==> src/logic/ldm_defs.svh <==
// Constants for the legacy DMA mode and clear port block
`ifndef LDM_DEFS_SVH
`define LDM_DEFS_SVH
`define LDM_OFF_MODE      8'h0B
`define LDM_OFF_FF_CLEAR  8'h0C
`define LDM_OFF_MCLEAR    8'h0D
`define LDM_LEG_MODE      16'h000B
`define LDM_LEG_FF_CLEAR  16'h000C
`define LDM_LEG_MCLEAR    16'h000D
`define LDM_MODE_RST      8'h00
`define LDM_CHAN_LSB      0
`define LDM_CHAN_MSB      1
`define LDM_OFF_MASK      16'hFFF0
`define LDM_LEG_BASE      16'h0000
`define LDM_OFS_LSB       0
`define LDM_OFS_MSB       3
`define LDM_RDATA_IDLE    8'h00
`endif

==> src/logic/ldm_pkg.sv <==
// Types for the legacy DMA mode and clear port block
package ldm_pkg;
  typedef enum logic [2:0] {
    LDM_SRC_NONE   = 3'b001,
    LDM_SRC_SLAVE  = 3'b010,
    LDM_SRC_LEGACY = 3'b100
  } ldm_src_t;
endpackage : ldm_pkg

==> src/logic/ldm_decode.sv <==
// Address decoder for slave, audio and legacy windows
`timescale 1ns/1ns
`default_nettype none
`include "ldm_defs.svh"
module ldm_decode
  import ldm_pkg::*;
(
  input  wire logic [15:0] io_addr,
  input  wire logic [15:0] dma_slave_io_base,
  input  wire logic [15:0] audio_io_base,
  output logic             hit_slave,
  output logic             hit_audio,
  output logic             hit_legacy,
  output logic [7:0]       offset
);
  // Windows are 16 bytes, aligned on their base
  always_comb begin
    hit_slave  = (io_addr & `LDM_OFF_MASK) == (dma_slave_io_base & `LDM_OFF_MASK);
    hit_audio  = (io_addr & `LDM_OFF_MASK) == (audio_io_base & `LDM_OFF_MASK);
    hit_legacy = (io_addr & `LDM_OFF_MASK) == `LDM_LEG_BASE;
    offset     = {4'h0, io_addr[`LDM_OFS_MSB:`LDM_OFS_LSB]};
  end
endmodule : ldm_decode
`default_nettype wire

==> src/logic/ldm_mode_clear.sv <==
// Legacy DMA channel mode register, flip-flop clear and master clear ports
`timescale 1ns/1ns
`default_nettype none
`include "ldm_defs.svh"
module ldm_mode_clear
  import ldm_pkg::*;
(
  input  wire logic        ref_clk,
  input  wire logic        rst,
  input  wire logic        io_wr,
  input  wire logic        io_rd,
  input  wire logic [15:0] io_addr,
  input  wire logic [7:0]  io_wdata,
  input  wire logic [15:0] dma_slave_io_base,
  input  wire logic [15:0] audio_io_base,
  input  wire logic        legacy_snoop_enable,
  input  wire logic [1:0]  snoop_channel,
  input  wire logic        byte_ptr_toggle,
  output logic [7:0]       io_rdata,
  output logic             io_claim,
  output logic [7:0]       channel_mode,
  output logic             byte_ptr_flag,
  output logic             channel_reset
);
  logic       hit_slave;
  logic       hit_audio;
  logic       hit_legacy;
  logic [7:0] offset;
  logic       wr_slave;
  logic       wr_snoop;
  logic       mode_wr;
  logic       ffc_wr;
  logic       mclr_wr;
  logic [7:0] mode_q;
  logic       ptr_q;
  logic       reset_q;
  logic [7:0] rdata_q;
  ldm_src_t   src;
  logic       any_wr;
  logic       snoop_chan_ok;

  // ---------------------------------------------------------------
  // Overview
  // ---------------------------------------------------------------
  // Two system types share this logic. With a distributed master,
  // legacy cycles are forwarded into the slave window, so only the
  // slave decode matters. Without one, software writes the legacy
  // addresses directly and snooping picks them up. Both paths can be
  // active at once; the slave window wins when they overlap.
  //
  // Reads of the mode register come back only through the audio
  // window. The slave and legacy windows return zero for that
  // offset, so a master merging channel bytes never sees our mode.
  //
  // The byte pointer flag here serves the system without a
  // distributed master; with one, the master keeps its own copy and
  // this flag is simply never consulted.

  // ---------------------------------------------------------------
  // Helpers
  // ---------------------------------------------------------------
  // True when the window offset selects the given port
  function automatic logic ldm_port_sel(input logic [7:0] off,
                                        input logic [7:0] port);
    ldm_port_sel = (off == port);
  endfunction : ldm_port_sel

  // True when the channel field of a written byte names our channel
  function automatic logic ldm_chan_match(input logic [7:0] data,
                                          input logic [1:0] chan);
    ldm_chan_match = (data[`LDM_CHAN_MSB:`LDM_CHAN_LSB] == chan);
  endfunction : ldm_chan_match

  // ---------------------------------------------------------------
  // Decode
  // ---------------------------------------------------------------
  ldm_decode u_dec (
    .io_addr           (io_addr),
    .dma_slave_io_base (dma_slave_io_base),
    .audio_io_base     (audio_io_base),
    .hit_slave         (hit_slave),
    .hit_audio         (hit_audio),
    .hit_legacy        (hit_legacy),
    .offset            (offset)
  );

  // Slave writes from the DMA master or software; snoop from legacy space
  // Slave tested first so an overlap never counts a write twice
  always_comb begin
    if (hit_slave) begin
      src = LDM_SRC_SLAVE;
    end else if (hit_legacy && legacy_snoop_enable) begin
      src = LDM_SRC_LEGACY;
    end else begin
      src = LDM_SRC_NONE;
    end
  end

  // Split the write strobe by source; every code is reachable
  always_comb begin
    wr_slave = 1'b0;
    wr_snoop = 1'b0;
    unique case (src)
      LDM_SRC_SLAVE: begin
        wr_slave = io_wr;
      end
      LDM_SRC_LEGACY: begin
        wr_snoop = io_wr;
      end
      LDM_SRC_NONE: begin
        wr_slave = 1'b0;
      end
    endcase
  end

  // Any accepted write, whichever window it came through
  assign any_wr        = wr_slave || wr_snoop;
  // Channel field check gates only snooped mode writes
  assign snoop_chan_ok = ldm_chan_match(io_wdata, snoop_channel);

  // Slave writes always land; snooped ones need a channel match
  assign mode_wr = (wr_slave && ldm_port_sel(offset, `LDM_OFF_MODE))
                || (wr_snoop && ldm_port_sel(offset, `LDM_OFF_MODE)
                    && snoop_chan_ok);
  // Data ignored, only the write event matters
  assign ffc_wr  = any_wr && ldm_port_sel(offset, `LDM_OFF_FF_CLEAR);
  assign mclr_wr = any_wr && ldm_port_sel(offset, `LDM_OFF_MCLEAR);

  // ---------------------------------------------------------------
  // Registers
  // ---------------------------------------------------------------
  // Mode register; master clear returns it to reset value
  always_ff @(posedge ref_clk or posedge rst) begin
    if (rst) begin
      mode_q <= `LDM_MODE_RST;
    end else if (mclr_wr) begin
      mode_q <= `LDM_MODE_RST;
    end else if (mode_wr) begin
      mode_q <= io_wdata;
    end
  end

  // Byte pointer flag; clears win over the transfer engine toggle
  always_ff @(posedge ref_clk or posedge rst) begin
    if (rst) begin
      ptr_q <= 1'b0;
    end else if (ffc_wr || mclr_wr) begin
      ptr_q <= 1'b0;
    end else if (byte_ptr_toggle) begin
      ptr_q <= ~ptr_q;
    end
  end

  // One-cycle reset pulse to the rest of the channel
  always_ff @(posedge ref_clk or posedge rst) begin
    if (rst) begin
      reset_q <= 1'b0;
    end else begin
      reset_q <= mclr_wr;
    end
  end

  // ---------------------------------------------------------------
  // Read path
  // ---------------------------------------------------------------
  // Mode only visible through the audio window, never slave or legacy
  always_ff @(posedge ref_clk or posedge rst) begin
    if (rst) begin
      rdata_q <= `LDM_RDATA_IDLE;
    end else if (io_rd && hit_audio && !hit_slave
                 && ldm_port_sel(offset, `LDM_OFF_MODE)) begin
      rdata_q <= mode_q;
    end else begin
      rdata_q <= `LDM_RDATA_IDLE;              // Idle zero keeps merged reads clean
    end
  end

  // Legacy reads unclaimed unless snooping is on
  assign io_claim = io_rd && (hit_slave || hit_audio
                    || (hit_legacy && legacy_snoop_enable));

  // ---------------------------------------------------------------
  // Integration notes
  // ---------------------------------------------------------------
  // io_claim is combinational so the bus interface can answer in the
  // address phase; io_rdata follows one clock later from a register.
  // Audio and slave bases must differ, otherwise mode reads through
  // the audio window are hidden behind the slave decode.
  // Writes through the audio window have no effect on this block.
  // channel_reset is a single-cycle pulse; downstream address and
  // count registers must act on it in that cycle or lose it.
  // A master clear in the same cycle as a mode write or a toggle
  // wins, so a half-finished sequence cannot survive the reset.
  // A clear and a toggle in one cycle leave the pointer flag low,
  // which matches what software expects right after its clear.

  // Outputs straight from their registers
  assign io_rdata      = rdata_q;
  assign channel_mode  = mode_q;
  assign byte_ptr_flag = ptr_q;
  assign channel_reset = reset_q;
endmodule : ldm_mode_clear
`default_nettype wire

==> config.mk <==
export PLATFORM = sky130hd
export DESIGN_NAME = ldm_mode_clear
export DESIGN_NICKNAME = d
export VERILOG_FILES = /design/src/logic/ldm_pkg.sv /design/src/logic/ldm_decode.sv /design/src/logic/ldm_mode_clear.sv
export VERILOG_INCLUDE_DIRS = /design/src /design/src/logic
export SDC_FILE = /design/constraint.sdc
export NUM_CORES = 1
export LEC_CHECK = 0
export BUFFER_PORTS_ARGS = -buffer_cell sky130_fd_sc_hd__buf_4
export CAP_MARGIN = 0
export CELL_PAD_IN_SITES_DETAIL_PLACEMENT = 1
export CELL_PAD_IN_SITES_GLOBAL_PLACEMENT = 2
export CORE_MARGIN = 4
export CORE_UTILIZATION = 24
export DETAILED_ROUTE_END_ITERATION = 8
export GPL_TIMING_DRIVEN = 0
export PLACE_DENSITY = 0.86
export SYNTH_ARGS = -nofsm -noshare
export SYNTH_HDL_FRONTEND = slang
export SYNTH_SLANG_ARGS = --single-unit
==> constraint.sdc <==
create_clock -name ref_clk -period 2.44 [get_ports ref_clk]
set_input_delay 0.244 -clock ref_clk [delete_from_list [all_inputs] [get_ports ref_clk]]
set_output_delay 0.244 -clock ref_clk [all_outputs]
set_load 0.005 [all_outputs]
==> impl_results.rst <==
.. list-table::
   :header-rows: 1

   * - Metric
     - Value
   * - Setup WS pre-CTS
     - 0.477 ns
   * - Minimum setup slack in the final design
     - 0.646 ns
   * - Sw Ratio
     - 0.230
   * - Area share of the largest cell type after synthesis
     - 0.389
   * - Arrival time at the worst endpoint
     - 1.55 ns
   * - Most common library cell in the layout ignoring fill and taps
     - sky130_fd_sc_hd__buf_4
   * - Worst voltage drop across the vdd grid
     - 0.000117 V
   * - End of the worst register-to-register path
     - byte_ptr_flag$_DFFE_PP0P_
   * - First-pass iteration count of the detailed router
     - 2
   * - TritonCTS clock tree
     - yes
   * - Count of hold buffers inserted by post-cts repair
     - 0
   * - Clock H-tree levels
     - 1
   * - Synth area leaders
     - sky130_fd_sc_hd__dfrtp_1 39%, sky130_fd_sc_hd__xnor2_1 11%, sky130_fd_sc_hd__xor2_1 9.8%, sky130_fd_sc_hd__a21oi_2 6.1%, sky130_fd_sc_hd__o211ai_1 5.2%
   * - Maximum clock path buffer count
     - 2
   * - Die boundary height
     - 77.4 um
   * - Combinational Power Share
     - 0.233
   * - Worst slew pin tran
     - 0.640 ns
   * - Cell seen most often among critical-path stages
     - sky130_fd_sc_hd__buf_4
   * - Commonest non-fill, non-tap cells in the layout
     - 75 x sky130_fd_sc_hd__buf_4, 18 x sky130_fd_sc_hd__dfrtp_1, 14 x sky130_fd_sc_hd__xnor2_1
   * - Synth Net Count
     - 173
   * - Cell count of the worst reg-to-reg path
     - 2
   * - Synth warnings
     - 0
   * - Slowest-stage cell, CP
     - sky130_fd_sc_hd__nor4_2
   * - Share of the cycle needed by the critical path after routing
     - 0.735
   * - Mapped cell area
     - 1160 um^2
   * - Endpoint required time on the critical path
     - 2.20 ns
   * - Core Footprint
     - 4690 um^2
   * - Nature of the critical path endpoint
     - output port
   * - Initial DRC Count
     - 34
   * - Final antenna-violating net count
     - 0
   * - Fin. max-slew vios
     - 0
   * - Setup crit start kind
     - input port
   * - Vias in the first global route
     - 1220
   * - Die boundary width
     - 77.4 um
   * - Vias after detailed routing
     - 1124
   * - Number of rows in the core area
     - 25
   * - Flip-flop and latch count after synthesis
     - 18
   * - NumNets Final
     - 252
   * - Clock skew after layout
     - 0.000758 ns
   * - Fraction of power consumed by sequential logic
     - 0.436
   * - Cell Pwr Density
     - 392 nW/um^2
   * - Lkg Pwr
     - 0.862 nW
   * - Root Buffer Master
     - sky130_fd_sc_hd__clkbuf_8
   * - Insertion delay to the later sink of the worst-skew pair
     - 0.25 ns
   * - Type of the worst setup path
     - input port to output port
   * - Relative area change from synthesis to final layout
     - 58.6%
   * - Maximum number of pins on one net before global-route repair
     - 19
   * - Part of the Yosys area used for sequential elements
     - 0.389
   * - Wire length of the first global-routing pass
     - 5850 um
   * - Average size of a mapped cell
     - 10.6 um^2
   * - Post-CTS resize count
     - 0
   * - Min Clock Period, post-route
     - 1.79 ns
   * - Setup-violating endpoint count in the final report
     - 0
   * - Maximum fanout along the worst path
     - 10
   * - Highest clock frequency the design can meet
     - 0.557 GHz
   * - Kind of path behind the tightest hold check
     - input port to asynchronous set/reset pin
   * - GRT Util Overall
     - 0.120
   * - R2R setup slack
     - 1.65 ns
   * - Layout cells sized above 1
     - 0.508
   * - Gpl congestion
     - 0.726
   * - Count of boundary I/O pins
     - 83
   * - Reg-to-Reg Start
     - byte_ptr_flag$_DFFE_PP0P_
   * - Clk network pwr share
     - 0.331
   * - Overflow left after global routing
     - 0
   * - Unique cell type count in the Yosys netlist
     - 28
   * - Area enclosed by the die boundary
     - 6000 um^2
   * - Total wirelength of the detailed-routed design
     - 3410 um
   * - Clock transition at the register clock pins on the worst setup and hold paths after CTS
     - 0.06 ns
   * - Total CTS buffers
     - 3
   * - Largest area contributor in the synthesized netlist
     - sky130_fd_sc_hd__dfrtp_1
   * - Total number of clock tree sinks
     - 18
   * - Antenna violations before repair
     - 0
   * - Maximum cell stage delay along the critical path
     - 0.34 ns
   * - Remaining max-slew budget at the tightest pin
     - 0.573
   * - Cell-by-cell listing of the critical path
     - buf_4, xor2_1, nor4_2, and3_4, buf_8, o21ai_0, nand2b_1, buf_4
   * - Number of violations of the max-capacitance limit
     - 0
   * - Starting density of the core
     - 0.247
   * - Fin. Hold Viols
     - 0
   * - Post-detailed-route wirelength per cell
     - 14.2 um
   * - Post-route DRC violation count
     - 0
   * - Instance count of the mapped netlist
     - 109
   * - Power spent charging and discharging nets
     - 0.166 mW
   * - Internal power component
     - 0.553 mW
   * - Port-buffer cells
     - 74
   * - Diodes inserted
     - 0
   * - Run status
     - complete, no violations
   * - Post-CTS Setup Inserts
     - 0
   * - Unrepaired setup endpoints after global routing
     - no
   * - Final setup TNS
     - 0 ns
   * - Routed vias/inst
     - 4.66
   * - HPWL after detailed placement
     - 3100 um
## stage by stage
stage | cell area, um^2 | hold WS [ns] | power, mW | util | cells
2_1_floorplan | 1160 | 0.183 | 0.382 | - | 109
3_3_place_gp | 1780 | 0.376 | 0.489 | 0.379 | 237
3_5_place_dp | 1780 | 0.376 | 0.491 | 0.379 | 237
4_1_cts | 1840 | 0.105 | 0.729 | 0.391 | 241
5_1_grt | 1840 | 0.142 | 0.759 | 0.391 | 241
6_report | 1840 | 0.0805 | 0.719 | 0.391 | 241
## worst max-delay path: cells and delay by family
| family | cells | cell delay, ns |
|---|---|---|
| simple gates | 3 | 0.69 |
| xor+xnor | 1 | 0.16 |
| buf+inv | 3 | 0.36 |
| compound gates | 1 | 0.08 |
## routing by layer
metal / track usage / vias up / share of wire
met4: 0.0320 / 0 / 0.010
met5: 0 / - / 0
met3: 0.0510 / 4 / 0.13
met1: 0.131 / 513 / 0.37
li1: - / 547 / -
met2: 0.212 / 60 / 0.49
## power groups by stage
| stage | clock network (mW) | registers [mW] | logic, mW |
|---|---|---|---|
| floorplan | 0 | 0.319 | 0.0624 |
| finish | 0.238 | 0.313 | 0.167 |
| CTS | 0.243 | 0.314 | 0.172 |
| detailed placement | 0 | 0.320 | 0.172 |
| global route | 0.259 | 0.315 | 0.185 |
| global placement | 0 | 0.320 | 0.169 |
## final cells by class
type / count / area [um^2]
fill: 557 / 2860
clock buffer: 4 / 55.1
timing repair buffer: 74 / 556
multi-input combinational: 86 / 666
tap: 54 / 67.6
sequential: 18 / 450
buffer: 3 / 33.8
inverter: 2 / 7.51
## how the worst max path moves through the flow
stage / start / endpoint
final: io_addr[7] / io_claim
after global routing: io_addr[10] / io_claim
after CTS: io_addr[15] / io_claim
after detailed placement: io_addr[12] / channel_mode[4]$_DFFE_PP0P_
after global placement: io_addr[12] / channel_mode[0]$_DFFE_PP0P_
after floorplan: io_addr[7] / io_claim
## cells in the mapped netlist
cell and count:
sky130_fd_sc_hd__nor2_1 1, sky130_fd_sc_hd__and3_4 1, sky130_fd_sc_hd__nor3_1 1, sky130_fd_sc_hd__nor4b_1 1
sky130_fd_sc_hd__a21oi_2 8, sky130_fd_sc_hd__nor4_2 3, sky130_fd_sc_hd__nand4_1 4, sky130_fd_sc_hd__xor2_1 13
sky130_fd_sc_hd__inv_1 2, sky130_fd_sc_hd__nor4_1 2, sky130_fd_sc_hd__nor3b_1 1, sky130_fd_sc_hd__xnor2_1 14
sky130_fd_sc_hd__nand2b_1 1, sky130_fd_sc_hd__o211ai_1 8, sky130_fd_sc_hd__buf_6 1, sky130_fd_sc_hd__nand2_1 2
sky130_fd_sc_hd__nand3b_1 1, sky130_fd_sc_hd__nor4b_4 1, sky130_fd_sc_hd__nand3_1 9, sky130_fd_sc_hd__dfrtp_1 18
sky130_fd_sc_hd__o21ai_0 2, sky130_fd_sc_hd__nor2_2 1, sky130_fd_sc_hd__buf_8 1, sky130_fd_sc_hd__o211a_1 1
sky130_fd_sc_hd__and4_1 1, sky130_fd_sc_hd__buf_4 1, sky130_fd_sc_hd__and2_1 9, sky130_fd_sc_hd__and3_1 1
## logic make-up (layout without fill, tap and decap cells)
kind of cell           after synthesis  after routing  share of synthesized area
XOR/XNOR                            27             27                      0.204
AO/OA/AOI/OAI                       19             19                      0.130
AND/OR/NAND/NOR                     40             40                      0.241
buffers and inverters                5             83                     0.0357
flip-flops                          18             18                      0.389
## flip-flops by register name, summed over array words and instances, names as in the netlist
signal         cells
channel_mode       8
io_rdata           8
byte_ptr_flag      1
channel_reset      1
Power figures use the tool's default switching activity.
